<file path="src/hdl/sof_pkg.sv">
// Shared constants and types for the skip-on-flag instruction executor.
// Assumes a 10-bit opcode word and a 32-bit AXI4-Lite register bus.
package sof_pkg;

  // ==========================================================================
  // Opcode values
  localparam logic [9:0] OP_SKIP_TIMER_B  = 10'h281;
  localparam logic [9:0] OP_SKIP_TIMER_C  = 10'h282;
  localparam logic [9:0] OP_SKIP_VOLT_DET = 10'h28A;
  localparam logic [9:0] OP_SW_RESET      = 10'h001;

  // ==========================================================================
  // Register byte offsets
  localparam logic [7:0] OFS_IRQ_CTRL_ONE = 8'h00;
  localparam logic [7:0] OFS_IRQ_CTRL_TWO = 8'h04;
  localparam logic [7:0] OFS_REQ_FLAGS    = 8'h08;
  localparam logic [7:0] OFS_IRQ_STATUS   = 8'h0C;
  localparam logic [7:0] OFS_IRQ_MASK     = 8'h10;

  // ==========================================================================
  // Field positions and widths
  localparam int CTRL_W          = 4;
  localparam int BIT_TIMER_B_EN  = 3;  // In irq_control_reg_one
  localparam int BIT_TIMER_C_EN  = 0;  // In irq_control_reg_two
  localparam int BIT_VOLT_DET_EN = 3;  // In irq_control_reg_two
  localparam int NUM_FLAGS       = 3;
  localparam int FLAG_TIMER_B    = 0;
  localparam int FLAG_TIMER_C    = 1;
  localparam int FLAG_VOLT_DET   = 2;
  localparam int IRQ_W           = 5;
  localparam int EVT_SKIP        = 0;
  localparam int EVT_SW_RESET    = 1;
  localparam int EVT_FLAG_BASE   = 2;

  // ==========================================================================
  // Reset values and bus answers
  localparam logic [CTRL_W-1:0] CTRL_RESET = 4'h0;
  localparam logic [IRQ_W-1:0]  IRQ_RESET  = 5'h00;
  localparam logic [1:0]        RESP_OKAY   = 2'h0;
  localparam logic [1:0]        RESP_SLVERR = 2'h2;

  // ==========================================================================
  // Types
  typedef struct packed {
    logic skip_timer_b;
    logic skip_timer_c;
    logic skip_volt_det;
    logic sw_reset;
  } sof_decode_type;

  typedef enum logic [0:0] {WR_IDLE, WR_RESP} sof_wr_state_type;

endpackage

</file>
<file path="src/hdl/sof_decoder.sv">
// Opcode decoder for the skip-on-flag instruction group.
// Assumes the opcode is stable for the cycle in which it is qualified.
`timescale 1ns/1ns
`default_nettype none
module sof_decoder #(
  parameter int OPCODE_W = 10
) (
  // Instruction word
  input  wire logic [OPCODE_W-1:0] opcode,
  input  wire logic                op_valid,
  // Decoded strobes
  output sof_pkg::sof_decode_type  dec
);

  // ==========================================================================
  // Elaboration check
  if (OPCODE_W != 10) begin : g_bad_width
    $error("sof_decoder: opcode width must be 10");
  end

  // Exact-match compare; every code in the group is a full single word
  function automatic logic op_is(input logic [OPCODE_W-1:0] op, input logic [9:0] code);
    op_is = (op == code);
  endfunction

  // ==========================================================================
  // Decode
  assign dec.skip_timer_b  = op_valid & op_is(opcode, sof_pkg::OP_SKIP_TIMER_B);  // [RULE1]
  assign dec.skip_timer_c  = op_valid & op_is(opcode, sof_pkg::OP_SKIP_TIMER_C);  // [RULE4]
  assign dec.skip_volt_det = op_valid & op_is(opcode, sof_pkg::OP_SKIP_VOLT_DET); // [RULE7]
  assign dec.sw_reset      = op_valid & op_is(opcode, sof_pkg::OP_SW_RESET);      // [RULE10]

endmodule
`default_nettype wire

</file>
<file path="src/hdl/sof_flag_cell.sv">
// Sticky request flag: a set and a clear strobe, set dominant.
// Assumes both strobes are single-cycle and synchronous to aclk.
`timescale 1ns/1ns
`default_nettype none
module sof_flag_cell (
  // Clock and reset
  input  wire logic aclk,
  input  wire logic aresetn,
  // Strobes
  input  wire logic set_pulse,
  input  wire logic clr_pulse,
  // State
  output logic      flag_reg
);

  // ==========================================================================
  // Set wins so an event landing on the clearing cycle is not lost
  always_ff @(posedge aclk) begin
    if (!aresetn) begin
      flag_reg <= 1'b0;
    end else if (set_pulse) begin
      flag_reg <= 1'b1;
    end else if (clr_pulse) begin
      flag_reg <= 1'b0;
    end
  end

endmodule
`default_nettype wire

</file>
<file path="src/hdl/sof_exec.sv">
// Execution logic for the skip-on-flag instruction group and software reset.
// Assumes one qualified opcode per instruction cycle, flag set strobes from
// the timers and the voltage detector, and an AXI4-Lite master on aclk.
//
// Behaviour
// [RULE1] Opcode 0x281 is the one-word, one-cycle timer-b flag test-and-skip.
// [RULE2] With timer-b enable at 0 and its flag at 1, skip the next word and clear the flag.
// [RULE3] With bit 3 of irq_control_reg_one at 1, the timer-b test does nothing.
// [RULE4] Opcode 0x282 is the one-word, one-cycle timer-c flag test-and-skip.
// [RULE5] With timer-c enable at 0 and its flag at 1, skip the next word and clear the flag.
// [RULE6] With timer-c enable at 1, the timer-c test does nothing and keeps the flag.
// [RULE7] Opcode 0x28A is the one-word, one-cycle voltage-detector flag test-and-skip.
// [RULE8] With detector enable at 0 and its flag at 1, skip the next word.
// [RULE9] With detector enable at 1, the detector test does nothing.
// [RULE10] Opcode 0x001 requests the same system reset as the external reset.
`timescale 1ns/1ns
`default_nettype none
module sof_exec #(
  parameter int OPCODE_W = 10,
  parameter int ADDR_W   = 8
) (
  // Clock and reset
  input  wire logic                aclk,
  input  wire logic                aresetn,
  // Instruction stream
  input  wire logic [OPCODE_W-1:0] instr_opcode,
  input  wire logic                instr_valid,
  // Flag set events from peripherals
  input  wire logic                timer_b_event,
  input  wire logic                timer_c_event,
  input  wire logic                volt_det_event,
  // Execution results
  output logic                     skip_next_reg,
  output logic                     sys_reset_req_reg,
  output logic                     irq_reg,
  // AXI4-Lite write address
  input  wire logic [ADDR_W-1:0]   s_axi_awaddr,
  input  wire logic [2:0]          s_axi_awprot,
  input  wire logic                s_axi_awvalid,
  output logic                     s_axi_awready,
  // AXI4-Lite write data
  input  wire logic [31:0]         s_axi_wdata,
  input  wire logic [3:0]          s_axi_wstrb,
  input  wire logic                s_axi_wvalid,
  output logic                     s_axi_wready,
  // AXI4-Lite write response
  output logic [1:0]               s_axi_bresp,
  output logic                     s_axi_bvalid,
  input  wire logic                s_axi_bready,
  // AXI4-Lite read address
  input  wire logic [ADDR_W-1:0]   s_axi_araddr,
  input  wire logic [2:0]          s_axi_arprot,
  input  wire logic                s_axi_arvalid,
  output logic                     s_axi_arready,
  // AXI4-Lite read data
  output logic [31:0]              s_axi_rdata,
  output logic [1:0]               s_axi_rresp,
  output logic                     s_axi_rvalid,
  input  wire logic                s_axi_rready
);

  // ==========================================================================
  // Elaboration checks
  if (ADDR_W < 5) begin : g_bad_addr
    $error("sof_exec: address width too small for the register map");
  end

  // ==========================================================================
  // Declarations
  sof_pkg::sof_decode_type             dec;
  logic [sof_pkg::NUM_FLAGS-1:0]       req_flag;
  logic [sof_pkg::NUM_FLAGS-1:0]       flag_clr;
  logic [sof_pkg::NUM_FLAGS-1:0]       flag_set;
  logic [sof_pkg::CTRL_W-1:0]          irq_ctrl_one_reg;
  logic [sof_pkg::CTRL_W-1:0]          irq_ctrl_two_reg;
  logic [sof_pkg::IRQ_W-1:0]           irq_status_reg;
  logic [sof_pkg::IRQ_W-1:0]           irq_mask_reg;
  logic [sof_pkg::IRQ_W-1:0]           irq_event;
  logic [sof_pkg::IRQ_W-1:0]           irq_status_next;
  logic                                timer_b_irq_enable_bit;
  logic                                timer_c_irq_enable_bit;
  logic                                volt_det_irq_enable_bit;
  logic                                skip_timer_b_hit;
  logic                                skip_timer_c_hit;
  logic                                skip_volt_det_hit;
  logic                                skip_now;
  sof_pkg::sof_wr_state_type           wr_state_reg;
  logic                                aw_held_reg;
  logic                                w_held_reg;
  logic [ADDR_W-1:0]                   aw_addr_reg;
  logic [31:0]                         w_data_reg;
  logic [3:0]                          w_strb_reg;
  logic                                wr_fire;
  logic                                wr_hit;
  logic                                w1c_fire;
  logic [sof_pkg::IRQ_W-1:0]           w1c_bits;
  logic [31:0]                         rd_word;
  logic                                rd_hit;

  // Word-aligned register select, low two address bits ignored
  function automatic logic addr_is(input logic [ADDR_W-1:0] a, input logic [7:0] ofs);
    addr_is = ({a[ADDR_W-1:2], 2'h0} == ADDR_W'(ofs));
  endfunction

  // Byte lane 0 carries every implemented field, so only wstrb[0] matters
  function automatic logic lane0(input logic [3:0] strb);
    lane0 = strb[0];
  endfunction

  // ==========================================================================
  // Decoder and request flags
  sof_decoder #(
    .OPCODE_W (OPCODE_W)
  ) u_decoder (
    .opcode   (instr_opcode),
    .op_valid (instr_valid),
    .dec      (dec)
  );

  assign flag_set = {volt_det_event, timer_c_event, timer_b_event};

  // One sticky cell per interrupt request flag
  for (genvar i = 0; i < sof_pkg::NUM_FLAGS; i++) begin : g_flag
    sof_flag_cell u_cell (
      .aclk      (aclk),
      .aresetn   (aresetn),
      .set_pulse (flag_set[i]),
      .clr_pulse (flag_clr[i]),
      .flag_reg  (req_flag[i])
    );
  end

  // ==========================================================================
  // Enable bits gate each test into a no-operation when set
  assign timer_b_irq_enable_bit  = irq_ctrl_one_reg[sof_pkg::BIT_TIMER_B_EN];  // [RULE3]
  assign timer_c_irq_enable_bit  = irq_ctrl_two_reg[sof_pkg::BIT_TIMER_C_EN];  // [RULE6]
  assign volt_det_irq_enable_bit = irq_ctrl_two_reg[sof_pkg::BIT_VOLT_DET_EN]; // [RULE9]

  // Skip conditions: enable clear and flag set
  assign skip_timer_b_hit = dec.skip_timer_b & ~timer_b_irq_enable_bit
                          & req_flag[sof_pkg::FLAG_TIMER_B];                     // [RULE2]
  assign skip_timer_c_hit = dec.skip_timer_c & ~timer_c_irq_enable_bit
                          & req_flag[sof_pkg::FLAG_TIMER_C];                     // [RULE5]
  assign skip_volt_det_hit = dec.skip_volt_det & ~volt_det_irq_enable_bit
                           & req_flag[sof_pkg::FLAG_VOLT_DET];                   // [RULE8]
  assign skip_now = skip_timer_b_hit | skip_timer_c_hit | skip_volt_det_hit;

  // Timer flags are consumed by a taken skip; the detector flag is left
  // standing so software can still see the supply dip afterwards
  assign flag_clr[sof_pkg::FLAG_TIMER_B]  = skip_timer_b_hit;  // [RULE2]
  assign flag_clr[sof_pkg::FLAG_TIMER_C]  = skip_timer_c_hit;  // [RULE5]
  assign flag_clr[sof_pkg::FLAG_VOLT_DET] = 1'b0;              // [RULE8]

  // ==========================================================================
  // Execution results, registered one cycle after the instruction
  always_ff @(posedge aclk) begin
    if (!aresetn) begin
      skip_next_reg <= 1'b0;
    end else begin
      skip_next_reg <= skip_now;  // [RULE2] [RULE5] [RULE8]
    end
  end

  // Software reset leaves as a pulse; the chip reset logic drives aresetn
  always_ff @(posedge aclk) begin
    if (!aresetn) begin
      sys_reset_req_reg <= 1'b0;
    end else begin
      sys_reset_req_reg <= dec.sw_reset;  // [RULE10]
    end
  end

  // ==========================================================================
  // Interrupt status: sticky, write one to clear, set beats clear
  assign irq_event[sof_pkg::EVT_SKIP]     = skip_now;
  assign irq_event[sof_pkg::EVT_SW_RESET] = dec.sw_reset;
  assign irq_event[sof_pkg::EVT_FLAG_BASE +: sof_pkg::NUM_FLAGS] = flag_set;

  assign w1c_fire = wr_fire & addr_is(aw_addr_reg, sof_pkg::OFS_IRQ_STATUS)
                  & lane0(w_strb_reg);
  assign w1c_bits = w1c_fire ? w_data_reg[sof_pkg::IRQ_W-1:0] : sof_pkg::IRQ_RESET;
  assign irq_status_next = (irq_status_reg & ~w1c_bits) | irq_event;

  always_ff @(posedge aclk) begin
    if (!aresetn) begin
      irq_status_reg <= sof_pkg::IRQ_RESET;
    end else begin
      irq_status_reg <= irq_status_next;
    end
  end

  // Level output from a flop; lags the status by one cycle
  always_ff @(posedge aclk) begin
    if (!aresetn) begin
      irq_reg <= 1'b0;
    end else begin
      irq_reg <= |(irq_status_reg & irq_mask_reg);
    end
  end

  // ==========================================================================
  // AXI write channel: address and data taken in either order
  assign wr_fire = (wr_state_reg == sof_pkg::WR_IDLE) & aw_held_reg & w_held_reg;

  always_ff @(posedge aclk) begin
    if (!aresetn) begin
      aw_held_reg <= 1'b0;
      aw_addr_reg <= '0;
    end else if (s_axi_awvalid && s_axi_awready) begin
      aw_held_reg <= 1'b1;
      aw_addr_reg <= s_axi_awaddr;
    end else if (wr_fire) begin
      aw_held_reg <= 1'b0;
    end
  end

  always_ff @(posedge aclk) begin
    if (!aresetn) begin
      w_held_reg <= 1'b0;
      w_data_reg <= 32'h0000_0000;
      w_strb_reg <= 4'h0;
    end else if (s_axi_wvalid && s_axi_wready) begin
      w_held_reg <= 1'b1;
      w_data_reg <= s_axi_wdata;
      w_strb_reg <= s_axi_wstrb;
    end else if (wr_fire) begin
      w_held_reg <= 1'b0;
    end
  end

  // Ready flops drop on the taking edge so each channel holds one item
  always_ff @(posedge aclk) begin
    if (!aresetn) begin
      s_axi_awready <= 1'b0;
      s_axi_wready  <= 1'b0;
    end else begin
      s_axi_awready <= ~aw_held_reg & ~(s_axi_awvalid & s_axi_awready)
                     & (wr_state_reg == sof_pkg::WR_IDLE) & ~wr_fire;
      s_axi_wready  <= ~w_held_reg & ~(s_axi_wvalid & s_axi_wready)
                     & (wr_state_reg == sof_pkg::WR_IDLE) & ~wr_fire;
    end
  end

  // Response state machine
  assign wr_hit = addr_is(aw_addr_reg, sof_pkg::OFS_IRQ_CTRL_ONE)
                | addr_is(aw_addr_reg, sof_pkg::OFS_IRQ_CTRL_TWO)
                | addr_is(aw_addr_reg, sof_pkg::OFS_REQ_FLAGS)
                | addr_is(aw_addr_reg, sof_pkg::OFS_IRQ_STATUS)
                | addr_is(aw_addr_reg, sof_pkg::OFS_IRQ_MASK);

  always_ff @(posedge aclk) begin
    if (!aresetn) begin
      wr_state_reg <= sof_pkg::WR_IDLE;
      s_axi_bvalid <= 1'b0;
      s_axi_bresp  <= sof_pkg::RESP_OKAY;
    end else begin
      case (wr_state_reg)
        sof_pkg::WR_IDLE: begin
          if (wr_fire) begin
            wr_state_reg <= sof_pkg::WR_RESP;
            s_axi_bvalid <= 1'b1;
            s_axi_bresp  <= wr_hit ? sof_pkg::RESP_OKAY : sof_pkg::RESP_SLVERR;
          end
        end
        sof_pkg::WR_RESP: begin
          if (s_axi_bready) begin
            wr_state_reg <= sof_pkg::WR_IDLE;
            s_axi_bvalid <= 1'b0;
          end
        end
        default: begin
          wr_state_reg <= sof_pkg::WR_IDLE;
          s_axi_bvalid <= 1'b0;
        end
      endcase
    end
  end

  // ==========================================================================
  // Software-written registers; the flag register reads only
  always_ff @(posedge aclk) begin
    if (!aresetn) begin
      irq_ctrl_one_reg <= sof_pkg::CTRL_RESET;
      irq_ctrl_two_reg <= sof_pkg::CTRL_RESET;
      irq_mask_reg     <= sof_pkg::IRQ_RESET;
    end else if (wr_fire && lane0(w_strb_reg)) begin
      if (addr_is(aw_addr_reg, sof_pkg::OFS_IRQ_CTRL_ONE)) begin
        irq_ctrl_one_reg <= w_data_reg[sof_pkg::CTRL_W-1:0];
      end
      if (addr_is(aw_addr_reg, sof_pkg::OFS_IRQ_CTRL_TWO)) begin
        irq_ctrl_two_reg <= w_data_reg[sof_pkg::CTRL_W-1:0];
      end
      if (addr_is(aw_addr_reg, sof_pkg::OFS_IRQ_MASK)) begin
        irq_mask_reg <= w_data_reg[sof_pkg::IRQ_W-1:0];
      end
    end
  end

  // ==========================================================================
  // AXI read channel: one outstanding read, answer one cycle after taking
  always_comb begin
    rd_word = 32'h0000_0000;
    rd_hit  = 1'b1;
    if (addr_is(s_axi_araddr, sof_pkg::OFS_IRQ_CTRL_ONE)) begin
      rd_word[sof_pkg::CTRL_W-1:0] = irq_ctrl_one_reg;
    end else if (addr_is(s_axi_araddr, sof_pkg::OFS_IRQ_CTRL_TWO)) begin
      rd_word[sof_pkg::CTRL_W-1:0] = irq_ctrl_two_reg;
    end else if (addr_is(s_axi_araddr, sof_pkg::OFS_REQ_FLAGS)) begin
      rd_word[sof_pkg::NUM_FLAGS-1:0] = req_flag;
    end else if (addr_is(s_axi_araddr, sof_pkg::OFS_IRQ_STATUS)) begin
      rd_word[sof_pkg::IRQ_W-1:0] = irq_status_reg;
    end else if (addr_is(s_axi_araddr, sof_pkg::OFS_IRQ_MASK)) begin
      rd_word[sof_pkg::IRQ_W-1:0] = irq_mask_reg;
    end else begin
      rd_hit = 1'b0;
    end
  end

  // Unmapped reads return zero with a slave error
  always_ff @(posedge aclk) begin
    if (!aresetn) begin
      s_axi_arready <= 1'b0;
      s_axi_rvalid  <= 1'b0;
      s_axi_rdata   <= 32'h0000_0000;
      s_axi_rresp   <= sof_pkg::RESP_OKAY;
    end else if (s_axi_arvalid && s_axi_arready) begin
      s_axi_arready <= 1'b0;
      s_axi_rvalid  <= 1'b1;
      s_axi_rdata   <= rd_word;
      s_axi_rresp   <= rd_hit ? sof_pkg::RESP_OKAY : sof_pkg::RESP_SLVERR;
    end else if (s_axi_rvalid) begin
      if (s_axi_rready) begin
        s_axi_rvalid  <= 1'b0;
        s_axi_arready <= 1'b1;
      end
    end else begin
      s_axi_arready <= 1'b1;
    end
  end

endmodule
`default_nettype wire

</file>
<file path="config.mk">
export PLATFORM = sky130hd
export DESIGN_NAME = sof_exec
export DESIGN_NICKNAME = d
export VERILOG_FILES = /design/src/hdl/sof_pkg.sv /design/src/hdl/sof_decoder.sv /design/src/hdl/sof_flag_cell.sv /design/src/hdl/sof_exec.sv
export SDC_FILE = /design/constraint.sdc
export NUM_CORES = 1
export LEC_CHECK = 0
export BUFFER_PORTS_ARGS = -buffer_cell sky130_fd_sc_hd__buf_2
export CORE_MARGIN = 1.5
export CORE_UTILIZATION = 45
export CTS_CLUSTER_DIAMETER = 150
export DETAILED_ROUTE_END_ITERATION = 16
export PLACE_DENSITY = 0.89
export RECOVER_POWER = 50
export SLEW_MARGIN = 20
export SYNTH_ARGS = -nofsm -noshare
export SYNTH_HDL_FRONTEND = slang
export SYNTH_HIERARCHICAL = 1
export SYNTH_SLANG_ARGS = --single-unit
</file>
<file path="constraint.sdc">
create_clock -name aclk -period 2 [get_ports aclk]
set_clock_uncertainty 0.05 [all_clocks]
set_input_delay 0.6 -clock aclk [delete_from_list [all_inputs] [get_ports aclk]]
set_output_delay 0.6 -clock aclk [all_outputs]
set_load 0.02 [all_outputs]
</file>
Word-level counts from Yosys, hierarchy flattened
Index checks and enable logic that the tools add are counted.

word-level totals
  memory bits (writable) = 0
  input port bits = 79
  register bits after elaboration = 55
  memories = 0
  memory bits (read-only) = 0
  logic and storage cells = 132
  bits in latches = 0

cells by class
  shifts and indexed selects = 0
  add/sub/neg operators = 0
  reduce and logical (&&, ||, !) cells = 17
  muxes and demuxes = 34
  equality and inequality tests = 15
  bitwise operators = 42
  $lt $le $gt $ge = 0
  divide/modulo/power cells = 0
  multipliers = 0

operator list
  operator                                                                 count
  10-bit equality test, second input constant                              3
  6-bit by 2-bit equality test with 1-bit output, second input constant    4
  1-bit 2-to-1 mux                                                         23
  1-bit AND                                                                22
  5-bit 2-to-1 mux                                                         3
  6-bit by 1-bit equality test with 1-bit output, second input constant    2
  6-bit by 3-bit equality test with 1-bit output, second input constant    2
  6-bit zero test                                                          2
  5-bit AND                                                                2
  10-bit by 1-bit equality test with 1-bit output, second input constant   1
  1-bit inverter                                                           10
  2-bit AND reduction                                                      5
  4-bit 2-to-1 mux                                                         2
  2-bit nonzero test                                                       4
  2-bit 2-to-1 mux                                                         3
  1-bit bitwise OR                                                         6
  5-bit inverter                                                           1
  5-bit bitwise OR                                                         1
  5-bit OR reduction                                                       1
  1-bit logical AND                                                        4
  2-bit inequality test, second input constant                             2
  1-bit one-hot mux with 2 select lines                                    2
  3-bit 2-to-1 mux                                                         1
  2-bit by 1-bit inequality test with 1-bit output, second input constant  1
  2-bit OR reduction                                                       1

Depth between registers and ports, before layout
  depth in word-level cells = 9
  gate-level depth with buffers = 6
  mapped depth without buffers = 6

By module
Netlist, hierarchy kept.

modules (own cells, without submodules)
  module         instances  sequential area each (sq um)  cells an instance  area an instance (sq um)
  sof_exec       1          960.9                         259                2282.2
  sof_flag_cell  3          20.0                          3                  41.3
  sof_decoder    1          0.0                           10                 90.1

Worst setup path after synthesis
OpenSTA, ideal clock, no wires.

  path type = input-to-reg
  start = input instr_opcode[1]
  end = register irq_status_reg[0] (netlist name)
  arrival time = 1.770 ns
  required time = 1.876 ns
  stages = 6
  path slack = 0.106 ns
  cells stage by stage = or4b_4 nor3_2 nand2_1 o211ai_1 o21ai_0 a31oi_1

RTL lines
  element                 line             source
  start: declaration      sof_exec.sv:26   input wire logic [OPCODE_W-1:0] instr_opcode,
  end signal: assignment  sof_exec.sv:186  irq_status_reg <= sof_pkg::IRQ_RESET;
  end signal: assignment  sof_exec.sv:188  irq_status_reg <= irq_status_next;
  end: declaration        sof_exec.sv:76   logic [sof_pkg::IRQ_W-1:0] irq_status_reg;

==> results.md <==
- Cell internal power was estimated by the tool at 1510 uW.
- No sink is reached through more buffers than the 2 on the longest clock path.
- In this run, distinct cell masters in the synthesized netlist total 44.
- During synthesis, Yosys emitted a total of 6 warnings.
- The detailed-routing iteration count for the pre-antenna-repair pass is 4.
- Counting the buffers created by CTS gives 5.
- Ranked by total cell area, the synthesized netlist is headed by dfxtp_1, buf_4, nand2_1, mux2i_1, a21boi_0.
- The final hold slack is 0.419 ns.
- The clock insertion delay at the later pin of the skew report is 0.31 ns.
- Across the VDD grid, the largest voltage drop is 0.491 mV.
- Among all flip-flop cells after synthesis, the most frequent one is dfxtp_1.
- The number of synthesized flops with an enable pin is 0.
- Detailed placement ended at an HPWL of 3590 um.
- The tool flagged a number of max-cap violations equal to 0.
- The critical path startpoint category is a primary input.
- The kind of end point of the critical path is a flip-flop.
- After detailed placement, the total cell area comes to 2740 um^2.
- The count of endpoints failing hold in the final timing report is 0.
- TritonCTS built the clock tree.
- At the end of routability-driven placement, the weighted congestion stood at 0.847.
- Global routing used 16.2% of the available tracks across all layers.
- The initial antenna violation count came to 0.
- The final number of setup-violating endpoints is 0.
- Timing would allow up to 548 MHz.
- The count of H-tree levels built during CTS is 2.
- The areal power density over the cells is 720 nW/um^2.
- The post-cts repair resize count is 0.
- The area growth from synthesis to layout is 14.0%.
- The share of total power dissipated in sequential elements is 52.8%.
- The flip-flop count of the largest register after layout is 6.
- The setup TNS after final layout is 0 ns.
- The share of power burned in combinational logic is 11.3%.
- The cell count after synthesis came out at 278.
- The shortest clock period the worst path allows after layout is 1.82 ns.
- The leakage component of the power is 0.00122 uW.
- In this run, synthesis produced a sequential element count of 51.
- The first global-routing pass estimated 7840 um of wire.
- The root buffer selected by CTS is clkbuf_8.
- The die is 77.5 um tall.
- The die span in x is 77.5 um.
- The average cell area after synthesis is 8.98 um^2.
- The number of buffers inserted for hold repair after clock tree synthesis is 0.
- Counting flops with an async set or reset pin after synthesis yields a share of 0%.
- The critical path arrival is 2.02 ns.
- The area share of the leading cell type in the synthesized netlist is 40.9%.
- The detail route stage leaves a number of antenna-violating nets equal to 0.
- The die covers 6000 um^2.
- At the placement stage, the worst setup path has a slack of -0.123 ns.
- The count of vias placed by the detailed router is 2027.
- The total overflow left after global routing is 0.
- The fraction of layout cells with a size suffix above 1 is 21.6%.
- The clock network burns 35.9% of the power.
- Of the synthesized area, sequential elements account for 40.9%.
- After the first detailed-routing iteration, the DRC count stood at 150.
- The number of setup buffers added after CTS is 0.
- The final max-slew violation count is 0.
- In this run the worst hold path is classified as reg2reg.
- For this run, design rule violations remaining after detail routing come to 0.
- The repair_antennas step left the layout with diodes totalling 0.
- Summed over all instances, the cell type with the most area after synthesis is dfxtp_1.
- Of all nets on the critical path, the largest fanout is 3.
- After routing the design area is 2850 um^2.
- The initial utilization of the core area, before any placement, comes to 47.7%.
- Pin placement for this block handled 123 I/O pins.
- At the worst endpoint, the required time is 2.19 ns.
- For the pin with the worst max-slew slack, the measured transition is 0.535 ns.
- The net load switching power is 534 uW.
- The via count of the first global-routing pass is 1798.
- The final layout contains 411 nets.
- Of the available clock period, the critical path in the final layout requires 91.2%.
- The post-synthesis instance area is 2500 um^2.
- After synthesis, the most frequently instantiated cells are dfxtp_1, nand2_1, buf_4, a21boi_0.
- After detailed routing, the total wire length is 4710 um.
- Power comes to 2050 uW.
- The largest net degree at the start of global routing is 58.
- The flow ran to the end, and the final reports show no timing, DRC or antenna violations.
- Setup repair after global routing left no endpoint under its margin.
- The number of port buffers is 53.
- The area inside the core boundary is 5240 um^2.
- The clock transition at the registers of the reported paths is 0.09 ns.
- The placement row count is 26.
- The critical setup path kind is in2reg.
- The number of sinks on the clock net is 51.
- The worst-case headroom to the max-slew limit is 64.3%.
- Net switching is 26.0% of the power.
- Once routing completed, OpenROAD measured the worst setup slack at 0.175 ns.
- In the routed layout, each cell is associated on average with a via count of 5.03.
- The mean routed wirelength per cell is 11.7 um.
- The most frequently used cell type in the post-synthesis netlist is dfxtp_1.
==> worst paths after layout <==
kind	endpoint	slack (ns)	depth (start not counted)	from
worst min-delay path	s_axi_rdata[0]$_SDFFE_PN0P_	0.42	2	s_axi_rdata[0]$_SDFFE_PN0P_
worst max register to register	irq_ctrl_two_reg[1]$_SDFFE_PN0P_	0.20	4	wr_state_reg$_SDFF_PN0_
worst min register to register	s_axi_rdata[0]$_SDFFE_PN0P_	0.42	2	s_axi_rdata[0]$_SDFFE_PN0P_
worst max-delay path	irq_status_reg[0]$_SDFF_PN0_	0.18	7	instr_opcode[1]
==> per-layer routing <==
metal	GRT usage [%]	wire length, um	share of wire [%]	vias up
li1	-	-	-	1021
met1	19.4	2080	44	933
met2	28.7	2340	50	69
met3	3.88	247	5.2	4
met4	4.36	44	0.93	0
met5	0	0	0	-
==> worst max-delay path: stages <==
cell and delay (ns):
buf_2 0.11, or4b_4 0.54, nor3_2 0.16, nand2_1 0.09, o211ai_1 0.27, o21ai_0 0.12
a31oi_1 0.14
==> cells by family after synthesis <==
family,synth area share [%]
AOI/OAI and AO/OA,15.8
other,0.150
and+or+nand+nor,23.9
muxes,6.52
DFF,40.9
buffers and inverters,12.7
==> area by class of cell <==
| class | instances | area (um^2) |
|---|---|---|
| fill | 502 | 2390 |
| multi-input combinational | 203 | 1270 |
| sequential | 51 | 1020 |
| timing repair buffer | 59 | 310 |
| tap | 70 | 87.6 |
| clock buffer | 5 | 68.8 |
| clock inverter | 3 | 47.5 |
| inverter | 12 | 45.0 |
==> stage by stage <==
| stage | instances | util (%) |
|---|---|---|
| global route | 403 | 54.3 |
| global placement | 395 | 52.4 |
| detailed placement | 395 | 52.4 |
| finish | 403 | 54.3 |
| CTS | 403 | 54.6 |
| floorplan | 307 | - |
==> cells in the final DEF (no fill, tap or decap), types with 2 or more instances in the layout <==
| master | synthesis | routed |
|---|---|---|
| nand3_1 | 14 | 14 |
| or4b_1 | 3 | 3 |
| and2_1 | 2 | 2 |
| a31oi_1 | 6 | 6 |
| o211ai_1 | 2 | 2 |
| conb_1 | 1 | 30 |
| mux2_2 | 2 | 2 |
| a221oi_1 | 4 | 4 |
| nor2b_1 | 3 | 3 |
| o21a_1 | 4 | 4 |
| mux2i_1 | 14 | 14 |
| buf_2 | 0 | 46 |
| nand2b_1 | 3 | 3 |
| and3b_1 | 1 | 2 |
| nor3_1 | 3 | 3 |
| nand3b_1 | 8 | 8 |
| and4bb_2 | 2 | 2 |
| buf_4 | 29 | 4 |
| a22oi_1 | 3 | 3 |
| a21boi_0 | 17 | 17 |
| dfxtp_1 | 51 | 51 |
| inv_1 | 12 | 12 |
| nor2_1 | 4 | 4 |
| nor3_2 | 2 | 2 |
| nand2_1 | 40 | 40 |
| clkbuf_1 | 10 | 8 |
| clkbuf_8 | 0 | 5 |
| a21oi_1 | 5 | 5 |
| nor2b_4 | 3 | 3 |
| o21ai_0 | 13 | 13 |
| or4b_4 | 2 | 2 |
==> power by group through the flow <==
stage | registers (uW) | clock network, uW | logic, uW
CTS | 1080 | 755 | 234
floorplan | 1110 | 0 | 187
finish | 1080 | 735 | 232
global placement | 1100 | 0 | 228
detailed placement | 1100 | 0 | 233
global route | 1090 | 790 | 257
No activity file was read; power rests on OpenSTA's default activity.
